File: src/gpio_pkg.sv
// register map and field layout of the parallel i/o ports
`default_nettype none
package gpio_pkg;
  // register indices (byte address is four times the index)
  localparam logic [3:0] porta_latch_idx = 4'h0;
  localparam logic [3:0] portb_latch_idx = 4'h1;
  localparam logic [3:0] portc_latch_idx = 4'h2;
  localparam logic [3:0] porta_dir_idx = 4'h4;
  localparam logic [3:0] portb_dir_idx = 4'h5;
  localparam logic [3:0] portc_dir_idx = 4'h6;
  localparam logic [3:0] analog_ctrl_idx = 4'h8;
  // field layout
  localparam int porta_width = 8;
  localparam int portb_width = 8;
  localparam int portc_width = 6;
  localparam int clock_out_pin = 2;
  localparam int clock_output_enable_bit = 7;
  localparam int analog_select_width = 5;
  // analog select codes at or above this pick no port b pin
  localparam logic [4:0] analog_none_code = 5'h08;
  // reset values
  localparam logic [7:0] dir_reset = 8'h00;
  localparam logic [4:0] analog_select_reset = 5'h1F;
endpackage
`default_nettype wire

File: src/pin_sync.sv
// three-stage synchroniser for a group of pin inputs
`timescale 1ns/1ps
`default_nettype none
module pin_sync #(
  parameter int width = 8
) (
  // clock and reset
  input wire logic hclk,
  input wire logic hresetn,
  // pins in, clean level out
  input wire logic [width-1:0] pin_in,
  output logic [width-1:0] level
);
  logic [width-1:0] stage1;
  logic [width-1:0] stage2;
  logic [width-1:0] stage3;

  // shift chain; only stage2 reads stage1
  always_ff @(posedge hclk or negedge hresetn) begin
    if (!hresetn) begin
      stage1 <= '0;
      stage2 <= '0;
      stage3 <= '0;
    end else begin
      stage1 <= pin_in;
      stage2 <= stage1;
      stage3 <= stage2;
    end
  end

  // accept a change once stages two and three agree
  always_ff @(posedge hclk or negedge hresetn) begin
    if (!hresetn) begin
      level <= '0;
    end else begin
      for (int i = 0; i < width; i++) begin
        if (stage2[i] == stage3[i]) begin
          level[i] <= stage3[i];
        end
      end
    end
  end
endmodule
`default_nettype wire

File: src/parallel_io_ports_abc.sv
// parallel i/o ports a, b and c with ahb-lite register access
// Contract
// - port a has eight pins, each made input or output by its own direction bit.
// - every pin has a data latch that software writes and reads and reset leaves alone.
// - a direction bit of 1 drives the latch onto the pin, 0 leaves the pin undriven.
// - reset clears all direction bits of ports a and b so their pins start as inputs.
// - reading port a data gives the latch for output bits and the pin level for input bits.
// - writing port data always loads the latches but never changes an input pin or its read value.
// - reading port b data gives the latch for output bits and the pin level for input bits.
// - the port b pin picked by the analog channel select is forced to an undriven analog input.
// - port b pins not picked as analog channel act as ordinary digital i/o.
// - port c has six pins, each with its own latch and direction bit.
// - port c pin 2 can output the system clock, enabled by a bit in the port c direction register.
// - with the clock output enable set, port c pin 2 drives the system clock; reset clears it.
// - reading port c data gives the latch for output bits and the pin level for input bits.
// - reset clears the six port c direction bits so every port c pin starts as an input.
//
// The AHB-Lite register port was left to the implementer.
`timescale 1ns/1ps
`default_nettype none
module parallel_io_ports_abc (
  // clock and reset
  input wire logic hclk,
  input wire logic hresetn,
  // ahb-lite slave
  input wire logic hsel,
  input wire logic [31:0] haddr,
  input wire logic [1:0] htrans,
  input wire logic hwrite,
  input wire logic [2:0] hsize,
  input wire logic [31:0] hwdata,
  input wire logic hready,
  output logic hreadyout,
  output logic hresp,
  output logic [31:0] hrdata,
  // port a pins
  input wire logic [7:0] porta_pin_in,
  output logic [7:0] porta_pin_out,
  output logic [7:0] porta_pin_oe,
  // port b pins
  input wire logic [7:0] portb_pin_in,
  output logic [7:0] portb_pin_out,
  output logic [7:0] portb_pin_oe,
  // port b pin currently routed to the analog converter
  output logic [7:0] analog_channel_pin,
  // port c pins
  input wire logic [5:0] portc_pin_in,
  output logic [5:0] portc_pin_out,
  output logic [5:0] portc_pin_oe,
  // system clock to be shown on port c pin 2
  input wire logic system_clock
);

  ////////////////////////////////////////////////////////////////////////////
  // behaviour in brief
  // registers sit one word apart: the byte address is four times the index
  // unaligned or out-of-range addresses: writes dropped, reads give zero
  // hsize is not decoded; only whole-word transfers are expected
  // a write commits one edge after its address phase, using hwdata
  // read data are registered at the address phase edge, with no wait state
  // a read straight after a write to the same register shows the old value;
  // software that must see the new one leaves an idle cycle between them
  // pin levels pass four flops before the read mux, so a pin change shows
  // in read data about five edges later
  // data latches have no reset; an output bit reads unknown until written
  // direction bits and the clock output enable clear on reset
  // an analog pick on port b masks both drive and enable of that pin, and
  // the pin then reads through its direction bit like any other
  // with the clock output on, port c pin 2 drives whatever its direction bit
  // the forwarded clock passes through logic only, no flop on its path
  // load a latch before switching its pin to output, or the old latch value
  // shows on the pin until the write lands

  ////////////////////////////////////////////////////////////////////////////
  // state

  logic [7:0] porta_latch;
  logic [7:0] portb_latch;
  logic [5:0] portc_latch;
  logic [7:0] porta_dir;
  logic [7:0] portb_dir;
  logic [5:0] portc_dir;
  logic clock_output_enable;
  logic [4:0] analog_channel_select;
  logic [7:0] porta_level;
  logic [7:0] portb_level;
  logic [5:0] portc_level;
  logic wr_pend;
  logic [3:0] wr_idx;

  ////////////////////////////////////////////////////////////////////////////
  // bus decode

  wire logic take = hsel && hready && htrans[1];
  wire logic word_ok = (haddr[1:0] == 2'h0) && (haddr[31:6] == 26'h0);
  wire logic [3:0] addr_idx = haddr[5:2];
  wire logic [3:0] rd_idx = addr_idx;
  // writes land one cycle after the address phase, with hwdata
  wire logic do_write = wr_pend;

  // one write strobe per register, from the captured index
  wire logic wr_porta_latch = do_write && (wr_idx == gpio_pkg::porta_latch_idx);
  wire logic wr_portb_latch = do_write && (wr_idx == gpio_pkg::portb_latch_idx);
  wire logic wr_portc_latch = do_write && (wr_idx == gpio_pkg::portc_latch_idx);
  wire logic wr_porta_dir = do_write && (wr_idx == gpio_pkg::porta_dir_idx);
  wire logic wr_portb_dir = do_write && (wr_idx == gpio_pkg::portb_dir_idx);
  wire logic wr_portc_dir = do_write && (wr_idx == gpio_pkg::portc_dir_idx);
  wire logic wr_analog = do_write && (wr_idx == gpio_pkg::analog_ctrl_idx);

  // one read select per register, from the live address phase
  wire logic rd_porta_latch = (rd_idx == gpio_pkg::porta_latch_idx);
  wire logic rd_portb_latch = (rd_idx == gpio_pkg::portb_latch_idx);
  wire logic rd_portc_latch = (rd_idx == gpio_pkg::portc_latch_idx);
  wire logic rd_porta_dir = (rd_idx == gpio_pkg::porta_dir_idx);
  wire logic rd_portb_dir = (rd_idx == gpio_pkg::portb_dir_idx);
  wire logic rd_portc_dir = (rd_idx == gpio_pkg::portc_dir_idx);
  wire logic rd_analog = (rd_idx == gpio_pkg::analog_ctrl_idx);
  // read address phase taken
  wire logic rd_any = take && !hwrite;

  // capture a write address phase
  always_ff @(posedge hclk or negedge hresetn) begin
    if (!hresetn) begin
      wr_pend <= 1'b0;
      wr_idx <= 4'h0;
    end else begin
      wr_pend <= take && hwrite && word_ok;
      wr_idx <= addr_idx;
    end
  end

  // zero wait state, always okay; every register is one flop or mux away,
  // so the slave never has to stretch a transfer
  assign hreadyout = 1'b1;
  assign hresp = 1'b0;

  ////////////////////////////////////////////////////////////////////////////
  // pin synchronisers

  // port a levels
  pin_sync #(.width(8)) sync_a (
    .hclk(hclk),
    .hresetn(hresetn),
    .pin_in(porta_pin_in),
    .level(porta_level)
  );

  // port b levels
  pin_sync #(.width(8)) sync_b (
    .hclk(hclk),
    .hresetn(hresetn),
    .pin_in(portb_pin_in),
    .level(portb_level)
  );

  // port c levels
  pin_sync #(.width(6)) sync_c (
    .hclk(hclk),
    .hresetn(hresetn),
    .pin_in(portc_pin_in),
    .level(portc_level)
  );

  ////////////////////////////////////////////////////////////////////////////
  // data latches, no reset

  // port a latch loads on any write regardless of direction; no reset,
  // so an output bit reads unknown until software has written it
  always_ff @(posedge hclk) begin
    if (wr_porta_latch) begin
      porta_latch <= hwdata[7:0];
    end
  end

  // port b latch
  always_ff @(posedge hclk) begin
    if (wr_portb_latch) begin
      portb_latch <= hwdata[7:0];
    end
  end

  // port c latch, six bits
  always_ff @(posedge hclk) begin
    if (wr_portc_latch) begin
      portc_latch <= hwdata[5:0];
    end
  end

  ////////////////////////////////////////////////////////////////////////////
  // direction and control registers

  // port a direction, reset to all inputs
  always_ff @(posedge hclk or negedge hresetn) begin
    if (!hresetn) begin
      porta_dir <= gpio_pkg::dir_reset;
    end else if (wr_porta_dir) begin
      porta_dir <= hwdata[7:0];
    end
  end

  // port b direction, reset to all inputs
  always_ff @(posedge hclk or negedge hresetn) begin
    if (!hresetn) begin
      portb_dir <= gpio_pkg::dir_reset;
    end else if (wr_portb_dir) begin
      portb_dir <= hwdata[7:0];
    end
  end

  // port c direction and the clock output enable share one register
  always_ff @(posedge hclk or negedge hresetn) begin
    if (!hresetn) begin
      portc_dir <= gpio_pkg::dir_reset[5:0];
      clock_output_enable <= 1'b0;
    end else if (wr_portc_dir) begin
      portc_dir <= hwdata[5:0];
      clock_output_enable <= hwdata[gpio_pkg::clock_output_enable_bit];
    end
  end

  // analog channel select; its reset value picks no port b pin
  always_ff @(posedge hclk or negedge hresetn) begin
    if (!hresetn) begin
      analog_channel_select <= gpio_pkg::analog_select_reset;
    end else if (wr_analog) begin
      analog_channel_select <= hwdata[4:0];
    end
  end

  ////////////////////////////////////////////////////////////////////////////
  // pin drive

  // analog pick: one-hot of the selected port b pin
  wire logic analog_on = analog_channel_select < gpio_pkg::analog_none_code;
  assign analog_channel_pin = analog_on ? (8'h01 << analog_channel_select[2:0]) : 8'h00;

  // port a follows its direction bits
  assign porta_pin_out = porta_latch;
  assign porta_pin_oe = porta_dir;

  // port b: analog pick overrides direction
  assign portb_pin_out = portb_latch & ~analog_channel_pin;
  assign portb_pin_oe = portb_dir & ~analog_channel_pin;

  // port c: pin 2 can carry the system clock
  wire logic [5:0] clk_mask = 6'h01 << gpio_pkg::clock_out_pin;
  // clock pin mask, live only while the clock output is enabled
  wire logic [5:0] clk_pick = clock_output_enable ? clk_mask : 6'h00;
  // system clock placed on the clock pin position
  wire logic [5:0] clk_bits = system_clock ? clk_pick : 6'h00;
  // latch bits everywhere except where the clock takes over
  wire logic [5:0] portc_latch_bits = portc_latch & ~clk_pick;
  assign portc_pin_out = portc_latch_bits | clk_bits;
  assign portc_pin_oe = portc_dir | clk_pick;

  ////////////////////////////////////////////////////////////////////////////
  // read back

  // port a: latch for output bits, synchronised pin for input bits
  wire logic [7:0] porta_out_bits = porta_latch & porta_dir;
  wire logic [7:0] porta_in_bits = porta_level & ~porta_dir;
  wire logic [7:0] porta_view = porta_out_bits | porta_in_bits;

  // port b: same mix; an analog pick reads through its direction bit
  wire logic [7:0] portb_out_bits = portb_latch & portb_dir;
  wire logic [7:0] portb_in_bits = portb_level & ~portb_dir;
  wire logic [7:0] portb_view = portb_out_bits | portb_in_bits;

  // port c: same mix over six bits
  wire logic [5:0] portc_out_bits = portc_latch & portc_dir;
  wire logic [5:0] portc_in_bits = portc_level & ~portc_dir;
  wire logic [5:0] portc_view = portc_out_bits | portc_in_bits;

  // each register padded to a bus word, unused bits read zero
  wire logic [31:0] porta_word = {24'h0, porta_view};
  wire logic [31:0] portb_word = {24'h0, portb_view};
  wire logic [31:0] portc_word = {26'h0, portc_view};
  wire logic [31:0] porta_dir_word = {24'h0, porta_dir};
  wire logic [31:0] portb_dir_word = {24'h0, portb_dir};
  wire logic [31:0] portc_dir_word = {24'h0, clock_output_enable, 1'b0, portc_dir};
  wire logic [31:0] analog_word = {27'h0, analog_channel_select};

  // read select; holes in the map read zero
  wire logic [31:0] rd_mux =
    rd_porta_latch ? porta_word :
    rd_portb_latch ? portb_word :
    rd_portc_latch ? portc_word :
    rd_porta_dir ? porta_dir_word :
    rd_portb_dir ? portb_dir_word :
    rd_portc_dir ? portc_dir_word :
    rd_analog ? analog_word :
    32'h0;

  // read data registered for the data phase; it holds until the next read
  // is taken, so idle cycles do not disturb it
  always_ff @(posedge hclk or negedge hresetn) begin
    if (!hresetn) begin
      hrdata <= 32'h0;
    end else if (rd_any) begin
      hrdata <= word_ok ? rd_mux : 32'h0;
    end
  end

endmodule
`default_nettype wire

File: config.mk
export PLATFORM = sky130hd
export DESIGN_NAME = parallel_io_ports_abc
export DESIGN_NICKNAME = d
export VERILOG_FILES = /design/src/gpio_pkg.sv /design/src/pin_sync.sv /design/src/parallel_io_ports_abc.sv
export SDC_FILE = /design/constraint.sdc
export NUM_CORES = 1
export LEC_CHECK = 0
export BUFFER_PORTS_ARGS = -buffer_cell sky130_fd_sc_hd__buf_2
export CAP_MARGIN = 20
export CELL_PAD_IN_SITES_DETAIL_PLACEMENT = 0
export CELL_PAD_IN_SITES_GLOBAL_PLACEMENT = 1
export CORE_AREA = 3 3 126 128
export CTS_CLUSTER_DIAMETER = 40
export DETAILED_ROUTE_END_ITERATION = 12
export DIE_AREA = 0 0 129 131
export PLACE_DENSITY_LB_ADDON = 0.1
export SETUP_SLACK_MARGIN = 0.3
export SLEW_MARGIN = 20
export SYNTH_ARGS = -nofsm -noshare
export SYNTH_HDL_FRONTEND = slang
export SYNTH_SLANG_ARGS = --single-unit
File: constraint.sdc
create_clock -name hclk -period 2.3 [get_ports hclk]
set_input_delay 0.115 -clock hclk [delete_from_list [all_inputs] [get_ports hclk]]
set_output_delay 0.115 -clock hclk [all_outputs]
set_load 0.005 [all_outputs]
### Word-level counts from Yosys, hierarchy flattened

Cells that the tools add are included.

* mux-type cells: 11
* bitwise logic cells: 19
* reduce and logical (&&, ||, !) cells: 18
* equal/unequal tests: 34
* magnitude comparators: 1
* shifts and indexed selects: 1

Operator list (number)
* 2-to-1 mux 8 bit: 8
* AND 8 bit: 6
* logical NOT 26 bit: 1
* equality test 4 x 3 -> 1 bit, second input constant: 6
* NOT 8 bit: 3
* equality test 1 bit: 22
* AND 6 bit: 3
* OR 8 bit: 2
* logical AND 1 bit: 13
* OR 6 x 3 -> 6 bit: 2
* equality test 4 x 1 -> 1 bit, second input constant: 2
* equality test 4 x 2 -> 1 bit, second input constant: 2
* equality test 4 bit, second input constant: 2
* logical NOT 4 bit: 2
* << shifter 1 x 3 -> 8 bit, first input constant: 1
* 2-to-1 mux 3 bit: 2
* NOT 3 -> 6 bit: 1
* NOT 6 bit: 1
* OR 6 bit: 1
* less-than comparator 5 x 4 -> 1 bit, second input constant: 1
* 2-to-1 mux 5 bit: 1
* logical NOT 2 bit: 1
* logical NOT 1 bit: 1

* output and inout bits: 86
* flip-flop bits (word level): 175
* bits of input ports: 97

### Logic depth before layout (Yosys ltp)

* depth after elaboration: 9
* depth in mapped cells: 6
* gate-level depth less buffers: 5

### By module

From an unflattened synthesis, not the netlist that was laid out.

* cell total of the unflattened synthesis: 421
* area, all modules: 6037.0 um^2

By module, submodules not included
* parallel_io_ports_abc: area an instance 3587.2 um^2, cells each 311, times used 1
* pin_sync (sync_a ...): area an instance 890.9 um^2, cells each 40, times used 2
* pin_sync (sync_c): area an instance 668.1 um^2, cells each 30, times used 1

### Least setup slack after synthesis

OpenSTA, ideal clock, no wires.

* path type: register to register
* from: register wr_idx[3]
* to: register porta_latch[0] (netlist: porta_pin_out[0]) (enable)
* setup time: 383 ps
* clock period less this slack: 1842 ps
* data arrival time: 1458 ps
* cell stages (with the launch flop): 3
* setup slack: 458 ps
* cells stage by stage: dfrtp_1 > or3b_2 > nor3_1

* longest elaborated chain between the ends: 2

RTL lines
* start: declaration: RTL line parallel_io_ports_abc.sv:89 `logic [3:0] wr_idx;`
* start signal: assignment: RTL line parallel_io_ports_abc.sv:128 `wr_idx <= addr_idx;`
* logical NOT 4 bit: RTL line parallel_io_ports_abc.sv:102 `wire logic wr_porta_latch = do_write && (wr_idx == gpio_pkg::porta_latch_idx);`
* logical AND 1 bit: RTL line parallel_io_ports_abc.sv:102
* named net wr_porta_latch: RTL line parallel_io_ports_abc.sv:102
* end signal: assignment: RTL line parallel_io_ports_abc.sv:171 `porta_latch <= hwdata[7:0];`
* end: declaration: RTL line parallel_io_ports_abc.sv:77 `logic [7:0] porta_latch;`

The timed path passes the listed nets, and every way through them passes these cells.
A chain may end at the register's enable or synchronous reset.

### Worst setup path after layout

* from: input haddr[2]
* to: register hrdata[0]

* longest elaborated chain between the ends: 9
* elaborated cells on any way between the ends: 15
* those cells by class: eq/ne (6); mux (8); reduce/logical (1)

RTL lines
* start: declaration: RTL line parallel_io_ports_abc.sv:27 `input wire logic [31:0] haddr,`
* equality test 4 bit: RTL line parallel_io_ports_abc.sv:117 `wire logic rd_analog = (rd_idx == gpio_pkg::analog_ctrl_idx);`
* 2-to-1 mux 5 bit: RTL line parallel_io_ports_abc.sv:291 `rd_analog ? analog_word :`
* 2-to-1 mux 8 bit: RTL line parallel_io_ports_abc.sv:290 `rd_portc_dir ? portc_dir_word :`
* 2-to-1 mux 8 bit: RTL line parallel_io_ports_abc.sv:289 `rd_portb_dir ? portb_dir_word :`
* 2-to-1 mux 8 bit: RTL line parallel_io_ports_abc.sv:288 `rd_porta_dir ? porta_dir_word :`
* 2-to-1 mux 8 bit: RTL line parallel_io_ports_abc.sv:287 `rd_portc_latch ? portc_word :`
* 2-to-1 mux 8 bit: RTL line parallel_io_ports_abc.sv:286 `rd_portb_latch ? portb_word :`
* 2-to-1 mux 8 bit (*): RTL line parallel_io_ports_abc.sv:285 `rd_porta_latch ? porta_word :`
* 2-to-1 mux 8 bit (*): RTL line parallel_io_ports_abc.sv:300 `hrdata <= word_ok ? rd_mux : 32'h0;`
* end signal: assignment: RTL line parallel_io_ports_abc.sv:300
* end: declaration: RTL line parallel_io_ports_abc.sv:35 `output logic [31:0] hrdata,`

Mark *: on every way between the ends. The rest lies on a longest branch, timed or not.

==> summary.md <==
| Metric | Value |
|---|---|
| Sequential share of the synthesized area | `between 60% and 70%` |
| Cts bufs inserted | `17` |
| Drt drc | `0` |
| Input/output buffers | `128` |
| Site Rows | `45` |
| Async set or reset register ratio after synthesis | `85.43%` |
| Post-synthesis register bit count | `151` |
| Initial core utilization | `around two fifths` |
| Area after DPL | `a little under 7000 um^2` |
| Layout cells sized above 1 | `35.03%` |
| Syn Inst Count | `433` |
| Post-synth EDFFs | `22` |
| Power Total | `between 0.005 and 0.006 W` |
| Chip width | `129 um` |
| Worst path arrival time | `approximately 2.2 ns` |
| F_max | `approximately 520 MHz` |
| CTS Root Buffer Type | `clkbuf_16` |
| First-pass GRT wire length | `21,400 um` |
| Fillers | `1,327` |
| Setup_tns | `0 ns` |
| Number of diodes | `0` |
| GPL Wtd Cong | `0.7929` |
| Period utilisation layout | `83.99%` |
| Initial antenna violation count | `0` |
| Min-Delay Path Class | `primary input to flop` |
| Vias | `3,964` |
| Startpoint Class | `primary input` |
| Final wirelength | `roughly 14,000 um` |
| Slew @ Worst Pin | `about 0.55 ns` |
| Unique masters post-synth | `46` |
| PwrDens | `767.9 nW/um^2` |
| Crit Path Category | `primary input to flop` |
| Maximum VDD drop | `between 0.4 and 0.5 mV` |
| Routed Antenna Nets | `0` |
| Final Non-Filler Cells | `roughly 820` |
| First-pass DRT Iterations | `5` |
| CP Max Fanout | `16` |
| CTS tree | `yes` |
| Final setup margin | `0.3682 ns` |
| Tmin final | `1.932 ns` |
| GRT overflow | `0` |
| Slew Limit Headroom | `between 60% and 70%` |
| Final instance area | `7670 um^2` |
| Worst setup EP type | `flop` |
| Total Routing Usage GR | `17.44%` |
| Yosys synthesis warning count | `0` |
| Placed cell count | `749` |
| Sink Count | `151` |
| Number of I/O pins | `between 150 and 200` |
| Setup violators final | `0` |
| Place WS | `0.5168 ns` |
| Mapped Area | `~6000 um^2` |
| Routed vias/inst | `4.858` |
| Htree depth | `4` |
| Fin. Hold Viols | `0` |
| Core area | `between 10,000 and 15,000 um^2` |
| Clock Skews | `between 0.01 and 0.015 ns` |
| Post CTS Setup Buffer Count | `0` |
| Post-layout nets | `between 700 and 800` |
| Max_cap viols | `0` |
| Status | `finished, final reports clean` |
| Die Ht | `approximately 130 um` |
| Leakage | `between 3 and 4 nW` |
| CTS clk-pin slew, worst paths | `0.06 ns` |
| Worst-skew pair later-pin latency | `around 0.42 ns` |
| Initial DRC count | `around 190` |
| Mapped Avg Cell Area | `13.72 um^2` |
| Synthesis-to-layout area growth | `29.11%` |
| Data required, critical path | `around 2.6 ns` |
| RSZ-0062 raised after global routing | `no` |
| Number of global-route vias before repair | `3,849` |
| Wire length per cell | `17.67 um` |
| Max Root-Sink Buffers | `2` |
| Post-DP HPWL | `approximately 10,000 um` |
| Ys flop type | `dfrtp_1` |
| Largest net degree at the start of global routing | `65` |
| Fin. max-slew vios | `0` |
| Post-cts resize count | `0` |
| Die area | `16,900 um^2` |
[worst max-delay path: stages]
cell           delay [ns]
dlygate4sd3_1        0.54
buf_2                0.24
or4_4                0.68
nor2_1               0.15
a221oi_1             0.11
a21oi_1              0.26
o21ai_0              0.11
[kinds of logic (layout without fill, tap and decap cells)]
logic type,count (synthesis),after routing,share of synthesized area (%)
buf+inv,50,221,5.687
simple gates,108,108,9.962
other cells,2,26,0.1264
mux,54,54,9.751
fa+ha+maj,22,22,3.707
compound gates,46,46,5.202
flops,151,151,65.56
[cell usage in the layout (no fill, tap or decap), types with 2 or more instances in the layout]
cell,netlist,final
buf_2,3,127
dfrtp_1,124,124
dlygate4sd3_1,0,35
mux2_2,29,29
conb_1,2,26
nand2_1,24,24
mux2i_1,23,23
maj3_1,22,22
edfxtp_1,22,22
buf_4,37,19
clkbuf_16,0,18
nor2_1,17,17
and2_1,13,13
o21ai_0,13,13
nor2b_1,12,12
nand2b_1,8,8
inv_1,7,7
nor3_1,7,7
nor4_1,7,7
a21oi_1,6,6
o22ai_1,6,6
a22o_1,5,5
a221oi_1,5,5
a22oi_1,5,5
dfstp_2,5,5
clkinv_4,0,4
or3_1,3,3
nand3b_1,3,3
inv_4,0,3
inv_6,0,3
nand4_1,2,2
o31ai_1,2,2
mux2_1,2,2
clkbuf_8,0,2
[repair_timing]
item / in CTS / in global routing
hold buffers: 35 / 0
setup endpoints to repair: 0 / 0
endpoints found under the hold margin: 73 / 0
[final timing paths]
path,startpoint,endpoint,slack [ns],depth (start not counted)
min reg2reg,sync_c.stage1[4]$_DFF_PN0_,sync_c.stage2[4]$_DFF_PN0_,0.35,0
min in group asynchronous,hresetn,sync_c.stage2[5]$_DFF_PN0_,0.16,2
max in group asynchronous,hresetn,analog_channel_select[0]$_DFFE_PN1P_,1.45,3
max,haddr[2],hrdata[0]$_DFFE_PN0P_,0.37,7
min,hwdata[2],portc_latch[2]$_DFFE_PP_,0.01,1
max reg2reg,wr_idx[3]$_DFF_PN0_,porta_pin_out[2]$_DFFE_PP_,0.57,3
[layer usage]
metal  global-route usage (%)  part of all wire, %  vias to the layer above
li1                         -                    -                     1835
met1                    23.68                   45                     1979
met2                    26.74                   47                      138
met3                    5.244                  6.5                       12
met4                    6.362                  1.2                        0
met5                        0                    0                        -
[state kept, by name, indices dropped and copies added (netlist names), 8 cells and up]
name and count:
portb_dir 8, sync_b.stage3 8, sync_a.level 8, portb_latch 8
sync_a.stage1 8, sync_b.stage1 8, hrdata 8, porta_pin_oe 8
sync_b.stage2 8, sync_a.stage3 8, sync_a.stage2 8, sync_b.level 8
porta_pin_out 8
[where the power goes]
group / internal (W) / leakage [nW] / switching (W)
registers: 0.00283 / 1.75 / 0.0000667
logic: 0.000183 / 1.48 / 0.000192
clock network: 0.00152 / 0.285 / 0.00110
[through the flow]
stage	utilization (%)	hold slack (ns)
finish	51.21	0.01253
global route	51.21	0.0003891
detailed placement	45.09	0.05793
floorplan	-	-0.1806
global placement	45.09	0.06108
CTS	51.21	0.007210
[area by class of cell]
cell class              count  area (um^2)  area share (%)
flip-flops and latches    151         3895           50.78
multi-input cells         256         1798           23.44
repair buffers            182         1149           14.98
clock buffers              21        481.7           6.281
well taps                 188        235.2           3.067
clock inverters            11        85.08           1.109
inverters                   7        26.28          0.3426
[cell usage after synthesis (all sizes together) (3+ instances only)]
master / number / area share (%)
a21oi: 6 / 0.51
a221oi: 5 / 0.74
a22o: 5 / 0.74
a22oi: 5 / 0.63
and2: 13 / 1.4
buf: 41 / 5.1
dfrtp: 124 / 52
dfstp: 5 / 2.2
edfxtp: 22 / 11
inv: 7 / 0.44
maj3: 22 / 3.7
mux2: 31 / 5.9
mux2i: 23 / 3.9
nand2: 24 / 1.5
nand2b: 8 / 0.84
nand3b: 3 / 0.38
nor2: 18 / 1.2
nor2b: 13 / 1.4
nor3: 7 / 0.59
nor4: 7 / 0.74
o21ai: 14 / 1.2
o22ai: 7 / 0.84
o31ai: 3 / 0.46
or3: 3 / 0.32
No activity file was read; power rests on OpenSTA's default activity.
